--- config.mk ---
export PLATFORM = sky130hd
export DESIGN_NAME = smc_sleep_ctrl
export DESIGN_NICKNAME = d
export VERILOG_FILES = /design/src/design/smc_sleep_ctrl.v /design/src/design/smc_wake_filter.v
export VERILOG_INCLUDE_DIRS = /design/src /design/src/design
export SDC_FILE = /design/constraint.sdc
export NUM_CORES = 1
export LEC_CHECK = 0
export BUFFER_PORTS_ARGS = -buffer_cell sky130_fd_sc_hd__buf_2
export CORE_MARGIN = 1
export CORE_UTILIZATION = 40
export DETAILED_ROUTE_END_ITERATION = 16
export GPL_ROUTABILITY_DRIVEN = 0
export SYNTH_ARGS = -nofsm -noshare
export SYNTH_HDL_FRONTEND = slang
export SYNTH_SLANG_ARGS = --single-unit
--- constraint.sdc ---
create_clock -name clk -period 2.4 [get_ports clk]
set_clock_uncertainty 0.2 [all_clocks]
set_input_delay 0.48 -clock clk [delete_from_list [all_inputs] [get_ports clk]]
set_output_delay 0.48 -clock clk [all_outputs]
set_load 0.02 [all_outputs]
--- src/design/smc_consts.vh ---
// Constants for the sleep mode controller
`ifndef SMC_CONSTS_VH
`define SMC_CONSTS_VH

// Sleep control register layout
`define SMC_CTRL_WIDTH 8
`define SMC_SE_BIT 0
`define SMC_MODE_LSB 1
`define SMC_MODE_MSB 3
`define SMC_CTRL_RESET 8'h00

// Mode codes
`define SMC_MODE_IDLE 3'h0
`define SMC_MODE_QUIET 3'h1
`define SMC_MODE_PDOWN 3'h2
`define SMC_MODE_PSAVE 3'h3
`define SMC_MODE_RSVD4 3'h4
`define SMC_MODE_RSVD5 3'h5
`define SMC_MODE_STBY 3'h6
`define SMC_MODE_XSTBY 3'h7

// Timing
`define SMC_HALT_CYCLES 4'h4
`define SMC_STBY_WAKE_CYCLES 16'h0006
`define SMC_CNT_WIDTH 16

// Clock gate vector bit positions
`define SMC_CLK_CPU 0
`define SMC_CLK_FLASH 1
`define SMC_CLK_IO 2
`define SMC_CLK_ADC 3
`define SMC_ASYNC_TIMER_CLOCK 4

`endif

--- src/design/smc_sleep_ctrl.v ---
// Sleep mode controller: entry, clock gating, wake and halt sequence
// What this block does
// - Sleep entered only when enable bit set and sleep instruction executes.
// - After wake, core halted four cycles beyond start-up, then resumes.
// - Register file and SRAM kept intact; only clocks gated, no clear.
// - Reset during sleep wakes device and restarts at reset vector.
// - Mode 000 Idle: stop CPU and flash clocks; all wake sources.
// - Entering Idle or quiet mode starts a conversion if converter enabled.
// - Mode 001 quiet: stop CPU, flash, I/O clocks; converter, async run.
// - Quiet mode wakes only on the listed converter-mode sources.
// - Mode 010 Power-down: oscillator and all generated clocks stop.
// - Power-down wakes only on reset, watchdog, address match, pins, pin change.
// - Outside Idle, external irq pins wake only when level triggered.
// - Power-down wake waits the start-up delay set by clock source fuses.
// - Mode 011 Power-save: like Power-down, timer 2 may wake if enabled.
// - Power-save stops timer osc or main clock per timer 2 clocking.
// - Mode 110 Standby: Power-down with oscillator kept if crystal, then six-cycle wake.
// - Mode 111 Extended Standby: Power-save with oscillator kept if crystal, then six cycles.
// - Mode field bits 3..1, enable bit 0, all reset to zero.
// - Sleep instruction enters sleep only with enable bit one.
`timescale 1ns/1ps
`default_nettype none
`include "smc_consts.vh"

module smc_sleep_ctrl (
    // Clock and reset
    input wire clk,
    input wire srst,
    // Sleep control register write port
    input wire ctrl_wr,
    input wire [7:0] ctrl_wdata,
    output wire [7:0] sleep_control_reg,
    // Core handshake
    input wire sleep_instr,
    input wire crystal_clock,
    input wire [15:0] clock_source_fuses,
    output reg core_halt_q,
    output reg resume_q,
    output reg sleeping_q,
    // Peripheral configuration
    input wire adc_enabled,
    input wire t2_enabled,
    input wire t2_async,
    input wire t2_sync,
    // Wake requests
    input wire ext_irq_level,
    input wire ext_irq_edge,
    input wire pin_change_irq,
    input wire twi_addr_match,
    input wire twi_irq,
    input wire timer2_irq,
    input wire timer2_irq_mask,
    input wire global_irq_en,
    input wire spm_ready_irq,
    input wire adc_done_irq,
    input wire wdt_irq,
    input wire other_io_irq,
    // Clock and oscillator gates, converter start
    output reg [4:0] clk_run_q,
    output reg main_osc_en_q,
    output reg timer_osc_en_q,
    output reg adc_start_q,
    output reg [2:0] active_mode_q
);

    localparam ST_RUN = 2'h0;
    localparam ST_SLEEP = 2'h1;
    localparam ST_START = 2'h2;
    localparam ST_HALT = 2'h3;

    reg sleep_enable_bit_q;
    reg [2:0] sleep_mode_select_q;
    reg [1:0] state_q;
    reg [1:0] state_d;
    reg [15:0] cnt_q;
    reg [15:0] cnt_d;
    wire wake;

    // Reserved modes reject sleep entry
    function mode_valid;
        input [2:0] m;
        begin
            mode_valid = (m != `SMC_MODE_RSVD4) && (m != `SMC_MODE_RSVD5);
        end
    endfunction

    // Oscillator-kept group: Idle, quiet, and both standby modes with crystal
    function osc_kept;
        input [2:0] m;
        input xtal;
        begin
            osc_kept = (m == `SMC_MODE_IDLE) || (m == `SMC_MODE_QUIET) ||
                       (((m == `SMC_MODE_STBY) || (m == `SMC_MODE_XSTBY)) && xtal);
        end
    endfunction

    assign sleep_control_reg = {4'h0, sleep_mode_select_q, sleep_enable_bit_q};

    smc_wake_filter u_filter (
        .mode(active_mode_q),
        .t2_async(t2_async),
        .ext_irq_level(ext_irq_level),
        .ext_irq_edge(ext_irq_edge),
        .pin_change_irq(pin_change_irq),
        .twi_addr_match(twi_addr_match),
        .twi_irq(twi_irq),
        .timer2_irq(timer2_irq),
        .timer2_irq_mask(timer2_irq_mask),
        .global_irq_en(global_irq_en),
        .spm_ready_irq(spm_ready_irq),
        .adc_done_irq(adc_done_irq),
        .wdt_irq(wdt_irq),
        .other_io_irq(other_io_irq),
        .wake(wake)
    );

    // Control register
    always @(posedge clk) begin
        if (srst) begin
            sleep_enable_bit_q <= 1'b0;
            sleep_mode_select_q <= 3'h0;
        end else if (ctrl_wr) begin
            sleep_enable_bit_q <= ctrl_wdata[`SMC_SE_BIT];
            sleep_mode_select_q <= ctrl_wdata[`SMC_MODE_MSB:`SMC_MODE_LSB];
        end
    end

    // Sequencer next state
    always @* begin
        state_d = state_q;
        cnt_d = cnt_q;
        case (state_q)
            ST_RUN: begin
                if (sleep_instr && sleep_enable_bit_q && mode_valid(sleep_mode_select_q)) begin
                    state_d = ST_SLEEP;
                end
            end
            ST_SLEEP: begin
                if (wake) begin
                    if (osc_kept(active_mode_q, crystal_clock)) begin
                        state_d = ST_START;
                        cnt_d = ((active_mode_q == `SMC_MODE_STBY) ||
                                 (active_mode_q == `SMC_MODE_XSTBY)) ?
                                `SMC_STBY_WAKE_CYCLES : 16'h0001;
                    end else begin
                        state_d = ST_START;
                        cnt_d = (clock_source_fuses == 16'h0000) ? 16'h0001 :
                                clock_source_fuses;
                    end
                end
            end
            ST_START: begin
                if (cnt_q <= 16'h0001) begin
                    state_d = ST_HALT;
                    cnt_d = {12'h000, `SMC_HALT_CYCLES};
                end else begin
                    cnt_d = cnt_q - 16'h0001;
                end
            end
            ST_HALT: begin
                if (cnt_q <= 16'h0001) begin
                    state_d = ST_RUN;
                    cnt_d = 16'h0000;
                end else begin
                    cnt_d = cnt_q - 16'h0001;
                end
            end
            default: begin
                state_d = ST_RUN;
                cnt_d = 16'h0000;
            end
        endcase
    end

    // Sequencer registers and gated outputs; memories never touched here
    always @(posedge clk) begin
        if (srst) begin
            state_q <= ST_RUN;
            cnt_q <= 16'h0000;
            core_halt_q <= 1'b0;
            resume_q <= 1'b0;
            sleeping_q <= 1'b0;
            clk_run_q <= 5'h1F;
            main_osc_en_q <= 1'b1;
            timer_osc_en_q <= 1'b1;
            adc_start_q <= 1'b0;
            active_mode_q <= 3'h0;
        end else begin
            state_q <= state_d;
            cnt_q <= cnt_d;
            resume_q <= (state_q == ST_HALT) && (state_d == ST_RUN);
            sleeping_q <= (state_d == ST_SLEEP);
            core_halt_q <= (state_d != ST_RUN);
            adc_start_q <= 1'b0;
            if (state_q == ST_RUN && state_d == ST_SLEEP) begin
                active_mode_q <= sleep_mode_select_q;
                if ((sleep_mode_select_q == `SMC_MODE_IDLE ||
                     sleep_mode_select_q == `SMC_MODE_QUIET) && adc_enabled) begin
                    adc_start_q <= 1'b1;
                end
            end
            if (state_d == ST_SLEEP) begin
                case (state_q == ST_RUN ? sleep_mode_select_q : active_mode_q)
                    `SMC_MODE_IDLE: begin
                        clk_run_q <= 5'h1C;
                        main_osc_en_q <= 1'b1;
                        timer_osc_en_q <= t2_async;
                    end
                    `SMC_MODE_QUIET: begin
                        clk_run_q <= 5'h18;
                        main_osc_en_q <= 1'b1;
                        timer_osc_en_q <= t2_async;
                    end
                    `SMC_MODE_PSAVE: begin
                        clk_run_q <= {t2_enabled & t2_async, 4'h0};
                        main_osc_en_q <= t2_enabled & t2_sync;
                        timer_osc_en_q <= t2_enabled & t2_async;
                    end
                    `SMC_MODE_STBY: begin
                        clk_run_q <= 5'h00;
                        main_osc_en_q <= crystal_clock;
                        timer_osc_en_q <= 1'b0;
                    end
                    `SMC_MODE_XSTBY: begin
                        clk_run_q <= {t2_enabled & t2_async, 4'h0};
                        main_osc_en_q <= crystal_clock | (t2_enabled & t2_sync);
                        timer_osc_en_q <= t2_enabled & t2_async;
                    end
                    default: begin
                        clk_run_q <= 5'h00;
                        main_osc_en_q <= 1'b0;
                        timer_osc_en_q <= 1'b0;
                    end
                endcase
            end else begin
                clk_run_q <= (state_d == ST_RUN) ? 5'h1F : {4'hE, 1'b0};
                main_osc_en_q <= 1'b1;
                timer_osc_en_q <= 1'b1;
            end
        end
    end

endmodule // smc_sleep_ctrl
`default_nettype wire

--- src/design/smc_wake_filter.v ---
// Wake source qualifier for the selected sleep mode
`timescale 1ns/1ps
`default_nettype none
`include "smc_consts.vh"

module smc_wake_filter (
    // Selected mode
    input wire [2:0] mode,
    input wire t2_async,
    // Wake requests
    input wire ext_irq_level,
    input wire ext_irq_edge,
    input wire pin_change_irq,
    input wire twi_addr_match,
    input wire twi_irq,
    input wire timer2_irq,
    input wire timer2_irq_mask,
    input wire global_irq_en,
    input wire spm_ready_irq,
    input wire adc_done_irq,
    input wire wdt_irq,
    input wire other_io_irq,
    // Qualified wake
    output reg wake
);

    reg t2_ok;

    always @* begin
        t2_ok = timer2_irq & timer2_irq_mask & global_irq_en;
        case (mode)
            `SMC_MODE_IDLE: begin
                wake = ext_irq_level | ext_irq_edge | pin_change_irq | twi_addr_match |
                       twi_irq | timer2_irq | spm_ready_irq | adc_done_irq | wdt_irq |
                       other_io_irq;
            end
            `SMC_MODE_QUIET: begin
                wake = adc_done_irq | wdt_irq | twi_irq | twi_addr_match |
                       (timer2_irq & t2_async) | spm_ready_irq | pin_change_irq |
                       ext_irq_level;
            end
            `SMC_MODE_PDOWN, `SMC_MODE_STBY: begin
                wake = twi_addr_match | ext_irq_level | pin_change_irq | wdt_irq;
            end
            `SMC_MODE_PSAVE, `SMC_MODE_XSTBY: begin
                wake = twi_addr_match | ext_irq_level | pin_change_irq | wdt_irq | t2_ok;
            end
            default: begin
                wake = 1'b0;
            end
        endcase
    end

endmodule // smc_wake_filter
`default_nettype wire

* After elaboration in Yosys (flattened, before gate mapping)
Cells that the tools add are included.
Word-level totals: bits in registers 36, word-level logic and storage cells 105
Cells by class: add/sub/neg operators 1, magnitude comparators 1, equal/unequal tests 17, mux-type cells 20, bitwise operators 28, reductions and logical operators 26
Operator list (count):
- $mux W16 | 5
- $pmux W16 S3 | 1
- $or A1 B1 Y1 | 21
- $le A16 B1 Y1 const B | 1
- $logic_not A16 Y1 | 1
- $sub A16 B1 Y16 const B | 1
- $pmux W5 S3 | 1
- $eq A3 B3 Y1 const B | 4
- $reduce_or A2 Y1 | 6
- $mux W2 | 5
- $eq A3 B1 Y1 const B | 3
- $eq A3 B2 Y1 const B | 3
- $logic_not A3 Y1 | 3
- $pmux W1 S4 | 2
- $pmux W2 S4 | 1
- $logic_and A1 B1 Y1 | 7
- $mux W3 | 2
- $ne A3 B3 Y1 const B | 2
- $and A1 B1 Y1 | 5
- $mux W5 | 1
- $eq A2 B1 Y1 const B | 2
- $eq A2 B2 Y1 const B | 2
- $logic_not A2 Y1 | 2
- $logic_or A1 B1 Y1 | 4
- 7 further kinds | 8

* Logic depth before layout (Yosys ltp)
Gate-level depths: netlist of run 1.
depth in word-level cells 16, depth in mapped cells 9, depth with buffers taken out 7

* Modules after synthesis
Synthesis of run 1 repeated with hierarchy kept, for this count alone.
Unflattened totals: cells, all modules 242, area, all modules 2045.7 um2
By module, submodules not included:
- smc_sleep_ctrl | times used 1, cells an instance 232, area an instance 1968.1 um2, sequential area each 700.7 um2
- smc_wake_filter | times used 1, cells an instance 10, area an instance 77.6 um2, sequential area each 0.0 um2

* Worst setup path before layout of run 1
No wires, ideal clock.
kind input to register, start point input port t2_async, end point register cnt_q[11], setup time 0.139 ns, arrival time 1.720 ns, data required time 2.061 ns, slack 0.342 ns, cell stages on the path 7, path through a2111oi_4 > o21ai_2 > a31oi_4 > and2_1 > buf_4 > buf_6 > o32ai_2
On the way: word-level cells in the longest chain between the ends 8
Ends and longest elaborated chain:
- from (decl) | RTL line smc_sleep_ctrl.v:43 | input wire t2_async,
- $and A1 B1 Y1 | RTL line smc_wake_filter.v:39 | (timer2_irq & t2_async) | spm_ready_irq | pin_change_irq |
- $or A1 B1 Y1 | RTL line smc_wake_filter.v:38 | wake = adc_done_irq | wdt_irq | twi_irq | twi_addr_match |
- $or A1 B1 Y1 (3 in a row) | RTL line smc_wake_filter.v:39
- $pmux W1 S4 | RTL line smc_wake_filter.v:31 | case (mode)
- $ne A2 B1 Y1 (no source line)
- $reduce_and A2 Y1 (no source line)
- to (signal assigned) | RTL line smc_sleep_ctrl.v:190 | cnt_q <= cnt_d;
- to (decl) | RTL line smc_sleep_ctrl.v:75 | reg [15:0] cnt_q;
No other way between the ends. A chain may end at the register's enable or synchronous reset.

* Worst setup path after layout of run 1
start point register cnt_q[0], end point register cnt_q[1]
On the way: word-level cells in the longest chain between the ends 3, elaborated cells on any way between the ends 5, classes of those cells add/sub (1); order compare (1); mux (3)
Ends and longest elaborated chain:
- $sub A16 B1 Y16 or $le A16 B1 Y1 (tied branches)
- $mux W16 (on tied branches) | RTL line smc_sleep_ctrl.v:161, smc_sleep_ctrl.v:153
- $pmux W16 S3 * | RTL line smc_sleep_ctrl.v:132 | case (state_q)
Mark *: on every way between the ends. The rest lies on a longest branch, timed or not.

==> impl_metrics.toml, run 1 <==
[synthesis]
synth_edf_count = 0
syn_inst = 251
ys_types = 60
synth.cell_area_um2 = 2200
syn_area_per_cell_um2 = 8.75
ys_warn_count = 0
postSynth.asyncResetShare_pct = 0
synth_most_common_cell = "dfxtp_1"
synth_top_area_cell = "dfxtp_1"
synthTopCellsByArea = "dfxtp_1 32%, o32ai_2 4.4%, a22oi_1 4.1%"
synth.top_cells.by_count = "35 x dfxtp_1, 23 x nand2_1, 23 x nor2_1"
yosysTopAreaCellShare_pct = 31.9
synth-seq-cells = 35
seq_area_frac_synth_pct = 31.9
synthFlopType = "dfxtp_1"

[timing]
worst_slew_pin_slew_ps = 542
setup_tns_ps = 0
finalMaxSlewViolations = 0
hold_viol = 0
fmax_mhz = 445
setup_viol = 0
relSlewSlack_pct = 63.8
rsz0062_at_grt = "no"
fin_crit_sh_pct = 93.7
layout_min_cycle_time_ps = 2250
hold_ws_ps = 219

[pwr]
leakagePower_nw = 1.14
cellPowerDensity_nw_per_um2 = 1110
irDropWorstVdd_uv = 509

[placement]
port_buffers = 58
dpl_cell_area_um2 = 2620
hpwl_um = 4680

[critical_path]
critical_path.top_delay_family = "compound AO/OA/AOI/OAI gates"
rr_worst_depth = 8
r2r-end = "cnt_q[1]"
critical-path-max-stage-delay_ps = 400
crit_path_cell_trace = "inv_1 -> ha_1 -> o21ba_2 -> and4b_1 -> a21oi_2 -> buf_4 -> nand2b_1 -> a221oi_1"
critPathLaunchType = "register"
crit_path_end_kind = "register"
required_ps = 2390
slowest_stage = "dfxtp_1"
worstSetupPathType = "register to register"
r2r-start = "cnt_q[0]"
r2r_setup_slack_ps = 150
crit_buf_inv = 2
arrival_ps = 2240
path_max_fanout = 8

[job]
maxCapViolCount = 0

[clock_tree]
cts_resized = 0
clk_pin_slew_ps = 70
cts_setup_buffers = 0
clockBufferDepth = 2
holdBufCountCts = 0
cts_max_level = 2
worstSkewPairLatency_ps = 290
cts_sinks = 35
ctsRootBufferMaster = "clkbuf_8"
numCtsBuffers = 5
cts_tree = "yes"

[floorplan]
die_w_um = 76.1
io_pins = 67
core_area_um2 = 5200
die_y_um = 76.1
die_area_um2 = 5790
row_count = 26
initial_core_util_pct = 42.2

[cells_and_area]
final_area_um2 = 2740
diodes = 0
area_delta_synth_final_pct = 24.8
final_util_pct = 52.6
finalNetCount = 366
drive_gt1_share_pct = 34.1

[worst_hold_path]
min_to = "adc_start_q"
worstHoldStart = "adc_enabled"
min_delay_path_depth = 3
hold_path_class = "input port to register"

[global_routing]
overflow = 0
track_usage_pct = 22.2
grt_pass1_wl_um = 10400
grt_pass1_vias = 2138
antenna_found_initial = 0
grt_max_degree = 16

[detailed_routing]
route.detailed.drc = 0
detail-route-antenna-nets = 0
vias = 2234
viasPerCell = 5.73
wl_per_cell_um = 15.9
wl_um = 6210
dr.first_iter.drc_count = 147
first_pass_iters = 5

[outcome]
outcome = "finished clean"
==> cell type report <==
| type | count | area [um2] |
|---|---|---|
| clock buffers | 6 | 82.6 |
| clock inverters | 2 | 35.0 |
| fillers | 530 | 2460 |
| inverters | 6 | 22.5 |
| multi-input cells | 192 | 1350 |
| flip-flops and latches | 35 | 701 |
| well taps | 70 | 87.6 |
| repair buffers | 79 | 460 |
==> registers in the layout (all words and copies together) (netlist names) <==
name and cells:
sleeping_q 1, timer_osc_en_q 1, resume_q 1, adc_start_q 1, clk_run_q 4, sleep_mode_select_q 3
cnt_q 16, core_halt_q 1, sleep_enable_bit_q 1, active_mode_q 3, main_osc_en_q 1, state_q 2
==> cells by family (layout without fill, tap and decap cells) <==
family | after synthesis | count (layout) | share of synthesized area (%)
AO/OA/AOI/OAI | 79 | 79 | 31.6
buffers and inverters | 27 | 93 | 7.07
flip-flops | 35 | 35 | 31.9
XOR/XNOR | 1 | 1 | 0.399
adder cells (fa/ha/maj) | 2 | 2 | 1.14
other | 1 | 4 | 0.171
AND/OR/NAND/NOR | 99 | 99 | 24.5
multiplexers | 7 | 7 | 3.19
==> layout by cell type, fill, tap and decap left out, types with 7 or more instances in the layout <==
cell,synthesis,routed
a21oi_1,7,7
a22oi_1,12,12
a32oi_1,7,7
buf_2,4,58
buf_4,7,20
dfxtp_1,35,35
mux2i_1,7,7
nand2_1,23,23
nand3_1,9,9
nor2_1,23,23
nor4_1,7,7
==> report_power, final <==
group | internal (mW) | total [mW] | switching [mW]
logic | 0.738 | 1.70 | 0.961
clock network | 0.336 | 0.569 | 0.232
registers | 0.659 | 0.768 | 0.109
==> worst max-delay path by stage <==
stage | endpoint | cells after the start | start | slack (ps)
floorplan | cnt_q[11] | 7 | t2_async | 340
global placement | cnt_q[15] | 6 | clock_source_fuses[3] | 90
detailed placement | cnt_q[15] | 6 | clock_source_fuses[3] | 90
CTS | cnt_q[1] | 8 | cnt_q[0] | 150
global route | cnt_q[0] | 8 | cnt_q[0] | 5
finish | cnt_q[1] | 8 | cnt_q[0] | 150
==> layer usage <==
layer | part of all wire, % | up-vias | track usage [%]
met3 | 7.1 | 11 | 4.31
met2 | 47 | 108 | 35.8
met5 | 0 | - | 0
met1 | 45 | 1026 | 29.3
met4 | 1.3 | 0 | 8.65
li1 | - | 1089 | -
==> tightest hold or removal path, stage by stage <==
cell and delay (ps):
buf_2 100, nand2_1 50, nor4_1 40
==> stage by stage <==
step / cells / power (mW) / setup slack (ps)
final: 390 / 3.04 / 150
after global routing: 390 / 3.23 / 4.83
after CTS: 390 / 3.04 / 155
after detailed placement: 382 / 2.46 / 93.7
after global placement: 382 / 2.46 / 89.3
after floorplan: 254 / 1.96 / 342
No activity file was read; power rests on OpenSTA's default activity.
==> inputs of run 2 (changes only) <==
SLEW_MARGIN = 10   (was default)
clock period = 2.2 ns   (was 2.4 ns; I/O delays follow)
==> run 2 against run 1 <==
- via count increased by 3.1%
- die area unchanged
- fmax increased by 8.3%
- combinational power increased by 21%
- final area increased by 4.6%
- non-clock buffer count increased by 15
- hold slack got worse by 52 ps
- register-to-register slack got worse by 30 ps
- wire length increased by 2.6%
- first-iteration DRC count decreased by 10%
- critical path depth unchanged
==> impl_metrics.toml, run 2 (synthesized netlist as in run 1, its figures left out) <==
[outcome]
outcome = "finished clean"

[cells_and_area]
final_area_um2 = 2870
layout_common_cells = "58 x buf_2, 34 x buf_4, 33 x dfxtp_1"
drive_gt1_share_pct = 39.4
finalNetCount = 381
register_area_um2 = 703
multi_input_comb_area_um2 = 1380
largest_registers = "cnt_q (16), clk_run_q (4)"
fillerInstances = 489
final_common_cell = "buf_2"
area_delta_synth_final_pct = 30.5
diodes = 0
largest_reg_flops = 16
regMostFlops = "cnt_q"

[pwr]
irDropWorstVdd_uv = 609
leakagePower_nw = 1.20
cellPowerDensity_nw_per_um2 = 1170

[global_routing]
grt_pass1_vias = 2221
antenna_found_initial = 0
grt_max_degree = 20
overflow = 0
track_usage_pct = 22.8
grt_pass1_wl_um = 10600

[critical_path]
required_ps = 2200
rr_worst_depth = 8
worstSetupPathType = "register to register"
crit_path_end_kind = "register"
r2r-end = "cnt_q[5]"
crit_start = "cnt_q[1]"
crit_end = "cnt_q[5]"
path_max_fanout = 16
r2r-start = "cnt_q[1]"
arrival_ps = 2080
r2r_setup_slack_ps = 120
critPathLaunchType = "register"

[worst_hold_path]
hold_path_class = "input port to register"

[detailed_routing]
wl_per_cell_um = 15.7
wl_um = 6370
vias = 2304
viasPerCell = 5.69
first_pass_iters = 4
route.detailed.drc = 0
detail-route-antenna-nets = 0
dr.first_iter.drc_count = 132

[clock_tree]
cts_max_level = 2
clk_pin_slew_ps = 80
numCtsBuffers = 5
ctsRootBufferMaster = "clkbuf_8"
clockBufferDepth = 2
cts_sinks = 35
holdBufCountCts = 0
worstSkewPairLatency_ps = 290
cts_tree = "yes"

[placement]
hpwl_um = 4810
dpl_cell_area_um2 = 2750
port_buffers = 58

[job]
maxCapViolCount = 0

[floorplan]
initial_core_util_pct = 42.2
die_area_um2 = 5790
die_w_um = 76.1
core_area_um2 = 5200
die_y_um = 76.1
io_pins = 67
row_count = 26

[timing]
setup_viol = 0
rsz0062_at_grt = "no"
layout_min_cycle_time_ps = 2080
fin_crit_sh_pct = 94.4
hold_viol = 0
finalMaxSlewViolations = 0
fmax_mhz = 482
setup_tns_ps = 0
-- run 2: cell types whose count changed in the layout (fill, tap and decap cells not counted), sizes merged --
cell      before  now
buf           79   94
clkbuf         6    5
bufinv         1    0
clkinvlp       0    2
-- run 2: critical path, cell delays in order, from the launching register on --
cell     delay [ps]
dfxtp_2         360
inv_2            70
ha_1            180
o21ba_2         230
and4b_2         250
a21oi_2         210
buf_12          170
a32oi_1         110
o32ai_2         200
-- run 2: metal layers --
metal  up-vias  routed length, um  global-route usage (%)
met4         0                 87                    7.88
met5         -                  0                       0
met3        11                463                    4.91
met1      1077               2780                    29.8
met2        96               3040                    36.9
li1       1120                  -                       -
-- run 2: area by class of cell --
| type | count | share of cell area, % |
|---|---|---|
| clock buffer | 5 | 2.40 |
| clock inverter | 3 | 0.699 |
| inverter | 6 | 0.786 |
| multi-input combinational | 192 | 48.1 |
| sequential | 35 | 24.5 |
| tap | 70 | 3.06 |
| timing repair buffer | 94 | 20.4 |
-- run 2: how the worst min path moves through the flow --
stage / from / to / slack (ps) / depth (start not counted)
after global routing: adc_enabled / adc_start_q / 180 / 3
after floorplan: cnt_q[12] / cnt_q[12] / 250 / 2
final: adc_enabled / adc_start_q / 170 / 3
after global placement: cnt_q[6] / cnt_q[6] / 280 / 2
after CTS: adc_enabled / adc_start_q / 160 / 3
after detailed placement: cnt_q[6] / cnt_q[6] / 280 / 2
-- run 2: power by group --
part / switching [mW] / total, mW / leakage [nW] / internal (mW)
clock network: 0.254 / 0.474 / 0.0402 / 0.220
registers: 0.113 / 0.835 / 0.285 / 0.722
logic: 1.11 / 2.05 / 0.877 / 0.944
-- run 2: what timing repair did --
action,in CTS,in global routing
buffers inserted,0,0
endpoints found under the setup margin,1,15
hold endpoints to repair,0,0
gates resized for setup,1,8
-- run 2: through the flow --
stage	utilization, %	power, mW	setup slack (ps)	hold slack, ps	std cells
after floorplan	-	2.14	170	247	254
after global placement	52.8	2.81	-39.5	280	397
after detailed placement	52.8	2.82	-65.9	284	397
after CTS	54.5	3.31	40.6	160	405
after global routing	55.0	3.59	46.7	184	405
final	55.0	3.36	123	167	405
==> inputs of run 3 (changes only) <==
CORE_MARGIN = 10   (was 1)
==> run 3 against run 2 <==
- register-to-register slack worse by 60 ps
- hold slack better by 5.2 ps
- non-clock buffer count unchanged
- setup slack worse by 56 ps
- critical path type unchanged
==> impl_metrics.toml, run 3 (synthesized netlist as in run 1, its figures left out) <==
[detailed_routing]
detail-route-antenna-nets = 0
wl_per_cell_um = 17.1
viasPerCell = 5.73
dr.first_iter.drc_count = 163
vias = 2322
first_pass_iters = 5
wl_um = 6910
route.detailed.drc = 0

[cells_and_area]
diodes = 0
area_delta_synth_final_pct = 29.5
drive_gt1_share_pct = 37.9
largest_registers = "cnt_q (16), clk_run_q (4)"
final_common_cell = "buf_2"
register_area_um2 = 702
multi_input_comb_area_um2 = 1360
largest_reg_flops = 16
finalNetCount = 381
fillerInstances = 501
regMostFlops = "cnt_q"
layout_common_cells = "58 x buf_2, 34 x dfxtp_1, 34 x buf_4"

[pwr]
combPwrFrac_pct = 61.1
power.share.clock_pct = 14.1
irDropWorstVdd_uv = 636
cellPowerDensity_nw_per_um2 = 1180
switching_share_pct = 43.8
internal-power_mw = 1.88
p_switching_mw = 1.47
seq_power_share_pct = 24.9
leakagePower_nw = 1.20

[clock_tree]
clockBufferDepth = 2
clk_pin_slew_ps = 80
cts_setup_buffers = 0
cts_tree = "yes"
cts_sinks = 35
holdBufCountCts = 0
worstSkewPairLatency_ps = 290
ctsRootBufferMaster = "clkbuf_8"
numCtsBuffers = 5
cts_max_level = 2

[critical_path]
rr_worst_depth = 8
r2r-start = "cnt_q[1]"
crit_path_cell_trace = "inv_1 -> ha_2 -> o21ba_2 -> and4b_2 -> a21oi_2 -> buf_12 -> a22o_1 -> a221o_1"
slowest_stage = "dfxtp_1"
critical_path.top_delay_family = "compound AO/OA/AOI/OAI gates"
crit_buf_inv = 2
required_ps = 2180
critPathLaunchType = "register"
r2r_setup_slack_ps = 70
path_max_fanout = 19
arrival_ps = 2120
worstSetupPathType = "register to register"
r2r-end = "cnt_q[15]"
crit_path_end_kind = "register"
critical-path-max-stage-delay_ps = 340

[floorplan]
die_w_um = 94.1
core_area_um2 = 5200
row_count = 26
die_area_um2 = 8850
die_y_um = 94.1
io_pins = 67
initial_core_util_pct = 42.2

[timing]
fmax_mhz = 469
setup_viol = 0
hold_viol = 0
hold_ws_ps = 172
fin_crit_sh_pct = 96.9
rsz0062_at_grt = "yes"
timing.final.ws_setup_ps = 67.4
layout_min_cycle_time_ps = 2130
finalMaxSlewViolations = 0
setup_tns_ps = 0

[placement]
preCtsSetupSlack_ps = -27.2
port_buffers = 58
hpwl_um = 5330

[global_routing]
top_usage_layer = "met2"
grt_pass1_vias = 2281
antenna_found_initial = 0
overflow = 0
track_usage_pct = 15.6
grtUsageMet3_pct = 3.92
grt_use_met1_pct = 20.5
use_met2_pct = 24.4
grt_pass1_wl_um = 11200
grt_max_degree = 20

[worst_hold_path]
min_delay_path_depth = 3
min_to = "adc_start_q"
worstHoldStart = "adc_enabled"
hold_path_class = "input port to register"

[job]
maxCapViolCount = 0

[outcome]
outcome = "finished clean"
[run 3: metal layers]
metal  vias to the layer above  wire length (um)
li1                       1118                 -
met1                      1098              3120
met2                        98              3150
met3                         8               572
met4                         0                72
met5                         -                 0
[run 3: worst min-delay path, stage by stage]
cell	delay, ps
buf_2	100
nand2_1	50
nor4_1	30
[run 3: power by group through the flow]
stage	clock network (mW)	logic, mW	registers [mW]
2_1_floorplan	0	1.31	0.828
3_3_place_gp	0	2.00	0.841
3_5_place_dp	0	2.00	0.841
4_1_cts	0.477	2.02	0.830
5_1_grt	0.502	2.23	0.847
6_report	0.470	2.04	0.832
[run 3: through the flow]
step / area (um2) / power [mW] / cells / util (%)
3_5_place_dp: 2750 / 2.84 / 397 / 52.8
2_1_floorplan: 2210 / 2.14 / 254 / -
4_1_cts: 2830 / 3.32 / 405 / 54.4
3_3_place_gp: 2750 / 2.84 / 397 / 52.8
6_report: 2840 / 3.34 / 405 / 54.6
5_1_grt: 2840 / 3.58 / 405 / 54.6
[run 3: timing repair]
action | in CTS | in global routing
setup endpoints to repair | 1 | 8
cloned | 0 | 0
gates resized for setup | 1 | 3
[run 3: cell type report]
cell class | instances | area share (%)
Sequential cell | 35 | 24.7
Timing Repair Buffer | 94 | 20.6
Clock inverter | 2 | 0.440
Tap cell | 70 | 3.08
Inverter | 6 | 0.792
Clock buffer | 6 | 2.55
Multi-Input combinational cell | 192 | 47.9
[run 3: worst max-delay path by stage]
stage               depth (start not counted)    endpoint  slack, ps             startpoint
global placement                            7   cnt_q[15]        -20  clock_source_fuses[0]
global route                                8   cnt_q[15]        -30               cnt_q[1]
detailed placement                          7   cnt_q[15]        -30  clock_source_fuses[0]
CTS                                         8   cnt_q[15]         20               cnt_q[0]
floorplan                                   9  state_q[0]        170               cnt_q[0]
finish                                      8   cnt_q[15]         70               cnt_q[1]
